$ cat config.mk
export PLATFORM = sky130hd
export DESIGN_NAME = xpd_xbus_peripheral_enable_decode
export DESIGN_NICKNAME = d
export VERILOG_FILES = /design/src/shared/xpd_pkg.sv /design/src/verilog/xpd_window_decode.sv /design/src/verilog/xpd_xbus_peripheral_enable_decode.sv
export SDC_FILE = /design/constraint.sdc
export NUM_CORES = 1
export LEC_CHECK = 0
export ABC_CLOCK_PERIOD_IN_PS = 4230
export BUFFER_PORTS_ARGS = -buffer_cell sky130_fd_sc_hd__buf_2
export CORE_MARGIN = 4
export CORE_UTILIZATION = 42
export DETAILED_ROUTE_END_ITERATION = 6
export PLACE_DENSITY = 0.95
export SLEW_MARGIN = 20
export SYNTH_ARGS = -nofsm -noshare
export SYNTH_HDL_FRONTEND = slang
export SYNTH_HIERARCHICAL = 1
export SYNTH_SLANG_ARGS = --single-unit
export TNS_END_PERCENT = 30
$ cat constraint.sdc
create_clock -name sys_clk -period 4.23 [get_ports sys_clk]
set_input_delay 0.2115 -clock sys_clk [delete_from_list [all_inputs] [get_ports sys_clk]]
set_output_delay 0.2115 -clock sys_clk [all_outputs]
set_load 0.005 [all_outputs]
$ cat src/shared/xpd_pkg.sv
// constants, types and window map for the extension-bus enable decoder
// Contract
// [RL1] first CAN enable low: block first CAN accesses, free its two port pins.
// [RL2] first CAN window goes external only when both CAN enables are low.
// [RL3] second CAN enable low: block second CAN accesses, free its two port pins.
// [RL4] second CAN window goes external only when both CAN enables are low.
// [RL5] small RAM enable low: window external, 2 KB RAM off; high: RAM serves.
// [RL6] large RAM enable low: window external, 8 KB RAM off; high: RAM serves.
// [RL7] clock enable low: clock blocked; window external only if both CANs off.
// [RL8] clock enable high: clock unit enabled and answers its window.
// [RL9] both CANs off: whole CAN window external, via matching address select.
// [RL10] reset value selects first CAN and small RAM only (0x0005).
// [RL11] enable register writes ignored once global peripheral enable is set.
// [RL12] emulation mode forces every enable bit set.
// [RL13] clock disabled: oscillator stops in power-down; else follows oscillator-off bit.
// [RL14] bits above the five enables read zero and ignore writes.
package xpd_pkg;

    // register byte addresses on apb
    localparam logic [15:0] XPD_ADDR_PERIPH_EN = 16'hF024;
    localparam logic [15:0] XPD_ADDR_SYS_CFG   = 16'hF028;
    localparam logic [15:0] XPD_ADDR_RTC_CTRL  = 16'hF02C;

    // enable register layout
    localparam int          XPD_EN_W          = 5;
    localparam logic [4:0]  XPD_EN_RESET      = 5'h05;
    localparam logic [4:0]  XPD_EN_ALL        = 5'h1F;
    localparam int          XPD_GPE_BIT       = 0;
    localparam int          XPD_RTC_OFF_BIT   = 0;
    localparam logic        XPD_GPE_RESET     = 1'h0;
    localparam logic        XPD_RTC_OFF_RESET = 1'h0;

    // address windows on the cpu side
    localparam int XPD_CPU_AW = 24;
    localparam int XPD_NWIN   = 6;
    localparam int XPD_W_CAN_A = 0;
    localparam int XPD_W_CAN_B = 1;
    localparam int XPD_W_SRAM  = 2;
    localparam int XPD_W_LRAM  = 3;
    localparam int XPD_W_RTC   = 4;
    localparam int XPD_W_CANS  = 5;
    localparam logic [23:0] XPD_WIN_LO [XPD_NWIN] = '{
        24'h00EF00, 24'h00EE00, 24'h00E000, 24'h00C000, 24'h00EC00, 24'h00EE00};
    localparam logic [23:0] XPD_WIN_HI [XPD_NWIN] = '{
        24'h00EFFF, 24'h00EEFF, 24'h00E7FF, 24'h00DFFF, 24'h00ECFF, 24'h00EFFF};

    // effective enables, bit order as in the register
    typedef struct packed {
        logic rtc;
        logic large_ram;
        logic small_ram;
        logic can_b;
        logic can_a;
    } xpd_en_t;

    // one-hot steering of a cpu access
    typedef struct packed {
        logic can_a;
        logic can_b;
        logic small_ram;
        logic large_ram;
        logic rtc;
        logic ext;
        logic blocked;
    } xpd_route_t;

    // software-visible control state
    typedef struct packed {
        logic [4:0] periph_en;
        logic       gpe;
        logic       rtc_off;
    } xpd_cfg_t;

endpackage

$ cat src/verilog/xpd_window_decode.sv
// address window compare and steering of one cpu access
`timescale 1ns/1ps
module xpd_window_decode
    import xpd_pkg::*;
(
    input  wire logic [XPD_CPU_AW-1:0] addr,
    input  wire logic                  req,
    input  wire xpd_en_t               en,
    output xpd_route_t                 route
);

    logic [XPD_NWIN-1:0] hit;
    logic                cans_off;

    // one comparator pair per window
    genvar gi;
    generate
        for (gi = 0; gi < XPD_NWIN; gi++) begin : g_win
            assign hit[gi] = req && (addr >= XPD_WIN_LO[gi]) && (addr <= XPD_WIN_HI[gi]);
        end
    endgenerate

    assign cans_off = !en.can_a && !en.can_b;

    // steering; outside every window nothing is selected
    always_comb begin
        route = '0;
        if (hit[XPD_W_CAN_A]) begin
            route.can_a   = en.can_a;                     // [RL1]
            route.ext     = cans_off;                     // [RL2] [RL9]
            route.blocked = !en.can_a && !cans_off;       // [RL1]
        end else if (hit[XPD_W_CAN_B]) begin
            route.can_b   = en.can_b;                     // [RL3]
            route.ext     = cans_off;                     // [RL4] [RL9]
            route.blocked = !en.can_b && !cans_off;       // [RL3]
        end else if (hit[XPD_W_CANS]) begin
            // this window lies wholly inside the two can windows above, so this branch is never taken
            route.ext     = cans_off;                     // [RL9]
            route.blocked = !cans_off;
        end else if (hit[XPD_W_SRAM]) begin
            route.small_ram = en.small_ram;               // [RL5]
            route.ext       = !en.small_ram;              // [RL5]
        end else if (hit[XPD_W_LRAM]) begin
            route.large_ram = en.large_ram;               // [RL6]
            route.ext       = !en.large_ram;              // [RL6]
        end else if (hit[XPD_W_RTC]) begin
            route.rtc     = en.rtc;                       // [RL8]
            route.ext     = !en.rtc && cans_off;          // [RL7]
            route.blocked = !en.rtc && !cans_off;         // [RL7]
        end
    end

endmodule

$ cat src/verilog/xpd_xbus_peripheral_enable_decode.sv
// extension-bus peripheral enable register, apb slave and access steering
//
// Register access over APB was decided locally.
`timescale 1ns/1ps
module xpd_xbus_peripheral_enable_decode
    import xpd_pkg::*;
#(
    parameter int ADDR_W = 16
) (
    input  wire logic                  sys_clk,
    input  wire logic                  rst,
    // apb slave
    input  wire logic [ADDR_W-1:0]     paddr,
    input  wire logic                  psel,
    input  wire logic                  penable,
    input  wire logic                  pwrite,
    input  wire logic [31:0]           pwdata,
    input  wire logic [3:0]            pstrb,
    output logic                       pready,
    output logic [31:0]                prdata,
    output logic                       pslverr,
    // chip mode and power state
    input  wire logic                  emu_mode,
    input  wire logic                  pd_enter,
    // cpu access request
    input  wire logic                  cpu_req,
    input  wire logic [XPD_CPU_AW-1:0] cpu_addr,
    output xpd_route_t                 cpu_route,
    // unit enables and pin release
    output xpd_en_t                    unit_en,
    output logic                       can_a_pins_gpio,
    output logic                       can_b_pins_gpio,
    output logic                       rtc_osc_stop
);

    // whole module state in one struct
    typedef struct packed {
        xpd_cfg_t   cfg;
        logic [31:0] rdata;
        logic        slverr;
        xpd_route_t  route;
        xpd_en_t     en;
        logic        pins_a;
        logic        pins_b;
        logic        osc_stop;
    } xpd_top_state_t;

    xpd_top_state_t state_r;
    xpd_top_state_t state_nxt;

    // reset enables as a struct, so pin release at reset follows the same value
    localparam xpd_en_t EN_RST = xpd_en_t'(XPD_EN_RESET);

    logic       setup_ph;
    logic       access_ph;
    logic       hit_en;
    logic       hit_sys;
    logic       hit_rtc;
    logic       mapped;
    xpd_en_t    eff_en;
    xpd_route_t route_c;

    // apb phase decode; zero wait states, so access phase always completes
    assign setup_ph  = psel && !penable;
    assign access_ph = psel && penable;
    assign pready    = access_ph;
    assign pslverr   = access_ph && state_r.slverr;
    assign prdata    = state_r.rdata;

    // register decode on the full byte address
    assign hit_en  = (paddr[15:0] == XPD_ADDR_PERIPH_EN);
    assign hit_sys = (paddr[15:0] == XPD_ADDR_SYS_CFG);
    assign hit_rtc = (paddr[15:0] == XPD_ADDR_RTC_CTRL);
    assign mapped  = hit_en || hit_sys || hit_rtc;

    // emulation forces every unit on whatever software wrote
    always_comb begin
        if (emu_mode) begin
            eff_en = xpd_en_t'(XPD_EN_ALL);                // [RL12]
        end else begin
            eff_en = xpd_en_t'(state_r.cfg.periph_en);
        end
    end

    // window steering uses the live enables so a change acts on the next access
    xpd_window_decode u_decode (
        .addr  (cpu_addr),
        .req   (cpu_req),
        .en    (eff_en),
        .route (route_c)
    );

    // next-state logic: register writes, read capture, registered outputs
    always_comb begin
        state_nxt = state_r;

        // read data and error are fetched in setup, shown in access
        if (setup_ph) begin
            state_nxt.rdata  = '0;
            state_nxt.slverr = !mapped;
            if (hit_en) begin
                // upper bits stay zero on read
                state_nxt.rdata[XPD_EN_W-1:0] = state_r.cfg.periph_en;   // [RL14]
            end else if (hit_sys) begin
                state_nxt.rdata[XPD_GPE_BIT] = state_r.cfg.gpe;
            end else if (hit_rtc) begin
                state_nxt.rdata[XPD_RTC_OFF_BIT] = state_r.cfg.rtc_off;
            end
        end

        // writes land on the completing access edge, low byte lane only matters
        if (access_ph && pwrite && pstrb[0]) begin
            if (hit_en && !state_r.cfg.gpe) begin               // [RL11]
                // bits above the five enables are dropped
                state_nxt.cfg.periph_en = pwdata[XPD_EN_W-1:0];   // [RL14]
            end
            if (hit_sys) begin
                state_nxt.cfg.gpe = pwdata[XPD_GPE_BIT];
            end
            if (hit_rtc) begin
                state_nxt.cfg.rtc_off = pwdata[XPD_RTC_OFF_BIT];
            end
        end

        // steering and enables registered for clean outputs
        state_nxt.route  = route_c;
        state_nxt.en     = eff_en;                          // [RL5] [RL6] [RL8]
        state_nxt.pins_a = !eff_en.can_a;                   // [RL1]
        state_nxt.pins_b = !eff_en.can_b;                   // [RL3]

        // disabled clock unit always stops its oscillator in power-down
        if (!eff_en.rtc) begin
            state_nxt.osc_stop = pd_enter;                  // [RL13]
        end else begin
            state_nxt.osc_stop = pd_enter && state_r.cfg.rtc_off;   // [RL13]
        end
    end

    // state register, synchronous reset
    always_ff @(posedge sys_clk) begin
        if (rst) begin
            state_r               <= '0;
            state_r.cfg.periph_en <= XPD_EN_RESET;           // [RL10]
            state_r.cfg.gpe       <= XPD_GPE_RESET;
            state_r.cfg.rtc_off   <= XPD_RTC_OFF_RESET;
            state_r.en            <= EN_RST;
            state_r.pins_a        <= !EN_RST.can_a;          // [RL1]
            state_r.pins_b        <= !EN_RST.can_b;          // [RL3]
        end else begin
            state_r <= state_nxt;
        end
    end

    // outputs straight from flip-flops
    assign cpu_route       = state_r.route;
    assign unit_en         = state_r.en;
    assign can_a_pins_gpio = state_r.pins_a;
    assign can_b_pins_gpio = state_r.pins_b;
    assign rtc_osc_stop    = state_r.osc_stop;

endmodule

* Word-level counts from Yosys, hierarchy flattened
Index checks and enable logic that the tools add are counted.
** Storage, ports and cells
- Input bits :: 84
- Register bits after elaboration :: 28
- Output and inout port bits :: 49
** Operators by class
- Reduce and logical (&&, ||, !) cells :: 42
- Bitwise logic cells :: 5
- Order comparisons :: 10
- Eq/ne operators :: 3
- Muxes and demuxes :: 14
** Operator list (count)
- greater-or-equal comparator 24 x 16 -> 1 bit (second input constant) :: 5
- less-or-equal comparator 24 x 16 -> 1 bit (second input constant) :: 5
- equality test 16 bit (second input constant) :: 3
- logical AND 1 bit :: 23
- zero test 1 bit :: 9
- two-way mux 1 bit :: 8
- two-way mux 2 bit :: 4
- OR reduction 7 bit :: 1
- AND reduction 2 bit :: 3
- OR reduction 6 bit :: 1
- two-way mux 5 bit :: 1
- NOT 1 bit :: 5
- OR reduction 5 bit :: 1
- two-way mux 4 bit :: 1
- OR reduction 3 bit :: 1
- logical OR 1 bit :: 2
- OR reduction 2 bit :: 1

* Logic depth before layout (Yosys ltp)
- Depth after elaboration :: 11
- Depth in mapped cells :: 6
- Gate-level depth less buffers :: 6

* Cells and area by module
The synthesis kept the hierarchy.
** By module, submodules not included
- xpd_xbus_peripheral_enable_decode :: area each 1453.9 um^2, cells an instance 160, times used 1
- xpd_window_decode :: area each 231.5 um^2, cells an instance 33, times used 1

* Worst setup path after synthesis
No wires, ideal clock.
- Kind :: reg2reg
- Start :: reg state_r[54] (netlist name)
- End :: reg state_r, in the netlist cpu_route[0]
- Cell stages (with the launch flop) :: 6
- Arrival :: 1315 ps
- Setup time :: 66 ps
- Required time :: 4164 ps
- Path slack :: 2849 ps
- Path buffers :: 0
- Period minus slack after synthesis :: 1381 ps
- Cell sequence :: dfxtp_1 -> nor2_1 -> inv_1 -> or4_1 -> a211oi_1 -> nor2b_1
** RTL lines
- start, declared :: line xpd_xbus_peripheral_enable_decode.sv:48 : xpd_top_state_t state_r;
- start signal, assigned :: line xpd_xbus_peripheral_enable_decode.sv:150 : state_r <= state_nxt;

==> metrics.md <==
| Metric | Value |
|---|---|
| Run status | `finished clean` |
| R2r startpoint | `state_r[54]` |
| Die X | `between 70 and 80 µm` |
| Routed wire per std cell | `roughly 12 µm` |
| Sink Count | `28` |
| Worst vdd ir | `about 0.00012 V` |
| Via count | `around 1400` |
| Startpoint types | `register` |
| Post-CTS Setup Repair Bufs | `0` |
| Die height | `71.3 µm` |
| Yosys warns | `6` |
| Setup Skew | `~0.0087 ns` |
| WP data arrival | `1.85 ns` |
| First-pass iteration count of the detailed router | `4` |
| Layout net count | `between 300 and 400` |
| CP Cell Sequence | `nor2_1, inv_1, or4_1, a211oi_1, nor2b_1` |
| CTS Buf Count | `3` |
| PortBufs | `67` |
| Pwr per Cell Area | `between 200 and 300 nW/µm²` |
| Final RePlAce weighted congestion | `between 0.8 and 0.9` |
| Register area | `around 560 µm²` |
| Final Hold Vio Count | `0` |
| MaxCap Viol Count | `0` |
| Post-Route Setup TNS | `0 ns` |
| Max H-tree Level | `1` |
| Resized Gates After CTS | `0` |
| Most common flop cell mapped by yosys | `dfxtp_1` |
| Die area | `5090 µm²` |
| Ranking of synthesized cells by area | `dfxtp_1 33%, buf_4 20%, nand4_1 4.1%` |
| Fillers | `about 370` |
| Area of the mapped netlist | `around 1700 µm²` |
| Hold endpoint | `rtc_osc_stop` |
| Grt total ovfl | `0` |
| First-pass GRT wire length | `roughly 5600 µm` |
| Layout cell share with drive strength beyond 1 | `~36%` |
| Yosys top cell by area | `dfxtp_1` |
| Avg Cell Area, Syn | `about 8.7 µm²` |
| WP data required | `around 4.4 ns` |
| Clock Pin Slew Worst Setup and Hold Paths | `roughly 0.09 ns` |
| Crit end category | `register` |
| Total track usage | `about an eighth` |
| Crit-path max FO | `3` |
| Worst hold path type | `in -> reg` |
| Reg2Reg Setup Slack | `about 2.6 ns` |
| Register area share after synthesis | `roughly a third` |
| Critical-path top delay cell | `or4_1` |
| Vias in the first global route | `1297` |
| Worst-case headroom to the max-slew limit | `between 50% and 60%` |
| FF-to-FF End | `cpu_route[0]` |
| TritonCTS clock tree | `done` |
| Gate count after technology mapping | `roughly 190` |
| Post-DRT Antenna Nets | `0` |
| Final HPWL DP | `2970 µm` |
| Row count | `22` |
| Area of the multi-input gates | `843 µm²` |
| Top cells by count, synth | `45 x buf_4, 28 x dfxtp_1, 13 x nand2_1` |
| Clock root buffer | `clkbuf_8` |
| Share of the synthesized area in the top cell type | `about 33%` |
| Hold path startpoint | `pd_enter` |
| Cell area after layout | `approximately 1900 µm²` |
| FF-to-FF path depth | `5` |
| WS Path Type | `reg -> reg` |
| Longest Clk Path Bufs | `2` |
| #FFs+latches synth | `28` |
| Starting Density | `about 45%` |
| Initial antenna violation count | `0` |
| Drt drc | `0` |
| Final setup vio count | `0` |
| Clk_lat worst skew | `around 0.27 ns` |
| Via density | `4.95` |
| # diodes | `0` |
| CORE AREA | `~3800 µm²` |
| Top-Level Pins | `133` |
| P&R area growth vs syn | `11.4%` |
| Final Cycle Share | `approximately 39%` |
| Slowest stage delay, CP | `about 0.50 ns` |
| Max Slew Vio Count | `0` |
| Unrepaired setup endpoints after global routing | `false` |
| Post-synthesis cell type count | `44` |
| Post-synth EDFFs | `0` |
| Pin count of the biggest net entering global routing | `22` |
| Top-count cell post-synth | `buf_4` |
| Hold Path Depth | `2` |
| Crit path time final | `between 1.5 and 2 ns` |
| LEAKAGE | `around 0.9 nW` |
| Worst-Margin Slew | `roughly 0.60 ns` |
| Final WL | `roughly 3500 µm` |
| Placed Area | `approximately 1800 µm²` |
| Post-CTS Hold Buffers | `0` |
| Synth async-reset ratio | `0%` |
| Fmax | `just over 0.6 GHz` |
| Initial drt markers | `between 60 and 70` |
==> state kept, by name, summed over array words and instances, names as in the netlist <==
signal and flops:
state_r 8, cpu_route 7, unit_en 5, prdata 5, can_b_pins_gpio 1, can_a_pins_gpio 1, rtc_osc_stop 1
==> routing by layer <==
metal  vias up  routed length, µm  GRT usage, %
met5         -                  0             0
met4         0                 63          3.76
met3         6                372          4.63
met2        78               1780          22.8
met1       649               1330          15.6
li1        703                  -             -
==> worst max-delay path: cells and delay by family (launching register included) <==
family          cells  cell delay (ns)
simple gates        3             0.90
flops               1             0.34
compound gates      1             0.23
buf+inv             1             0.12
==> layout by cell type (no fill, tap or decap), types with 2 or more instances in the layout <==
master / instances
nor3_1: 3
inv_1: 6
nand2b_1: 5
dfxtp_1: 28
clkbuf_8: 4
o21ai_1: 2
a21oi_1: 10
nor2_1: 9
nor2b_1: 10
nor4_4: 2
nand3_1: 6
conb_1: 27
nand4_1: 11
or2_2: 4
buf_2: 67
and2_1: 2
nand2_1: 13
and4_1: 2
o31ai_1: 5
nor4_1: 3
==> logic make-up (layout without fill, tap and decap cells) <==
logic type / Yosys count / count (layout) / share of synthesized area (%)
flip-flops: 28 / 28 / 33.3
multiplexers: 1 / 1 / 0.668
other: 1 / 27 / 0.223
AND/OR/NAND/NOR: 85 / 85 / 33.9
AO/OA/AOI/OAI: 24 / 24 / 9.43
buffers and inverters: 54 / 77 / 22.5
==> through the flow <==
step	cells	hold slack [ns]	util, %	total power, mW	setup slack (ns)
6_report	290	0.171	49.8	0.496	2.59
5_1_grt	290	0.179	49.8	0.521	2.51
4_1_cts	290	0.168	49.8	0.501	2.61
3_5_place_dp	286	0.444	48.3	0.340	2.62
3_3_place_gp	286	0.437	48.3	0.337	2.69
2_1_floorplan	219	0.300	-	0.324	2.85
==> power breakdown <==
group / switching (mW) / internal [mW]
Sequential: 0.000733 / 0.266
Clock: 0.0780 / 0.0832
Combinational: 0.0401 / 0.0273
Total: 0.119 / 0.377
==> final cells by class <==
type	instances	share of cell area, %
multi-input combinational	137	44.9
sequential	28	29.9
timing repair buffer	67	17.9
tap	48	3.20
clock buffer	4	2.93
inverter	6	1.20
==> worst max-delay path by stage <==
stage	from	to	depth (start not counted)
6_report	state_r[54]	cpu_route[0]	5
4_1_cts	state_r[54]	cpu_route[0]	5
3_5_place_dp	emu_mode	cpu_route[0]	6
3_3_place_gp	emu_mode	cpu_route[0]	6
5_1_grt	state_r[54]	cpu_route[0]	5
2_1_floorplan	state_r[54]	cpu_route[0]	5
(Power assumes the default switching activity.)
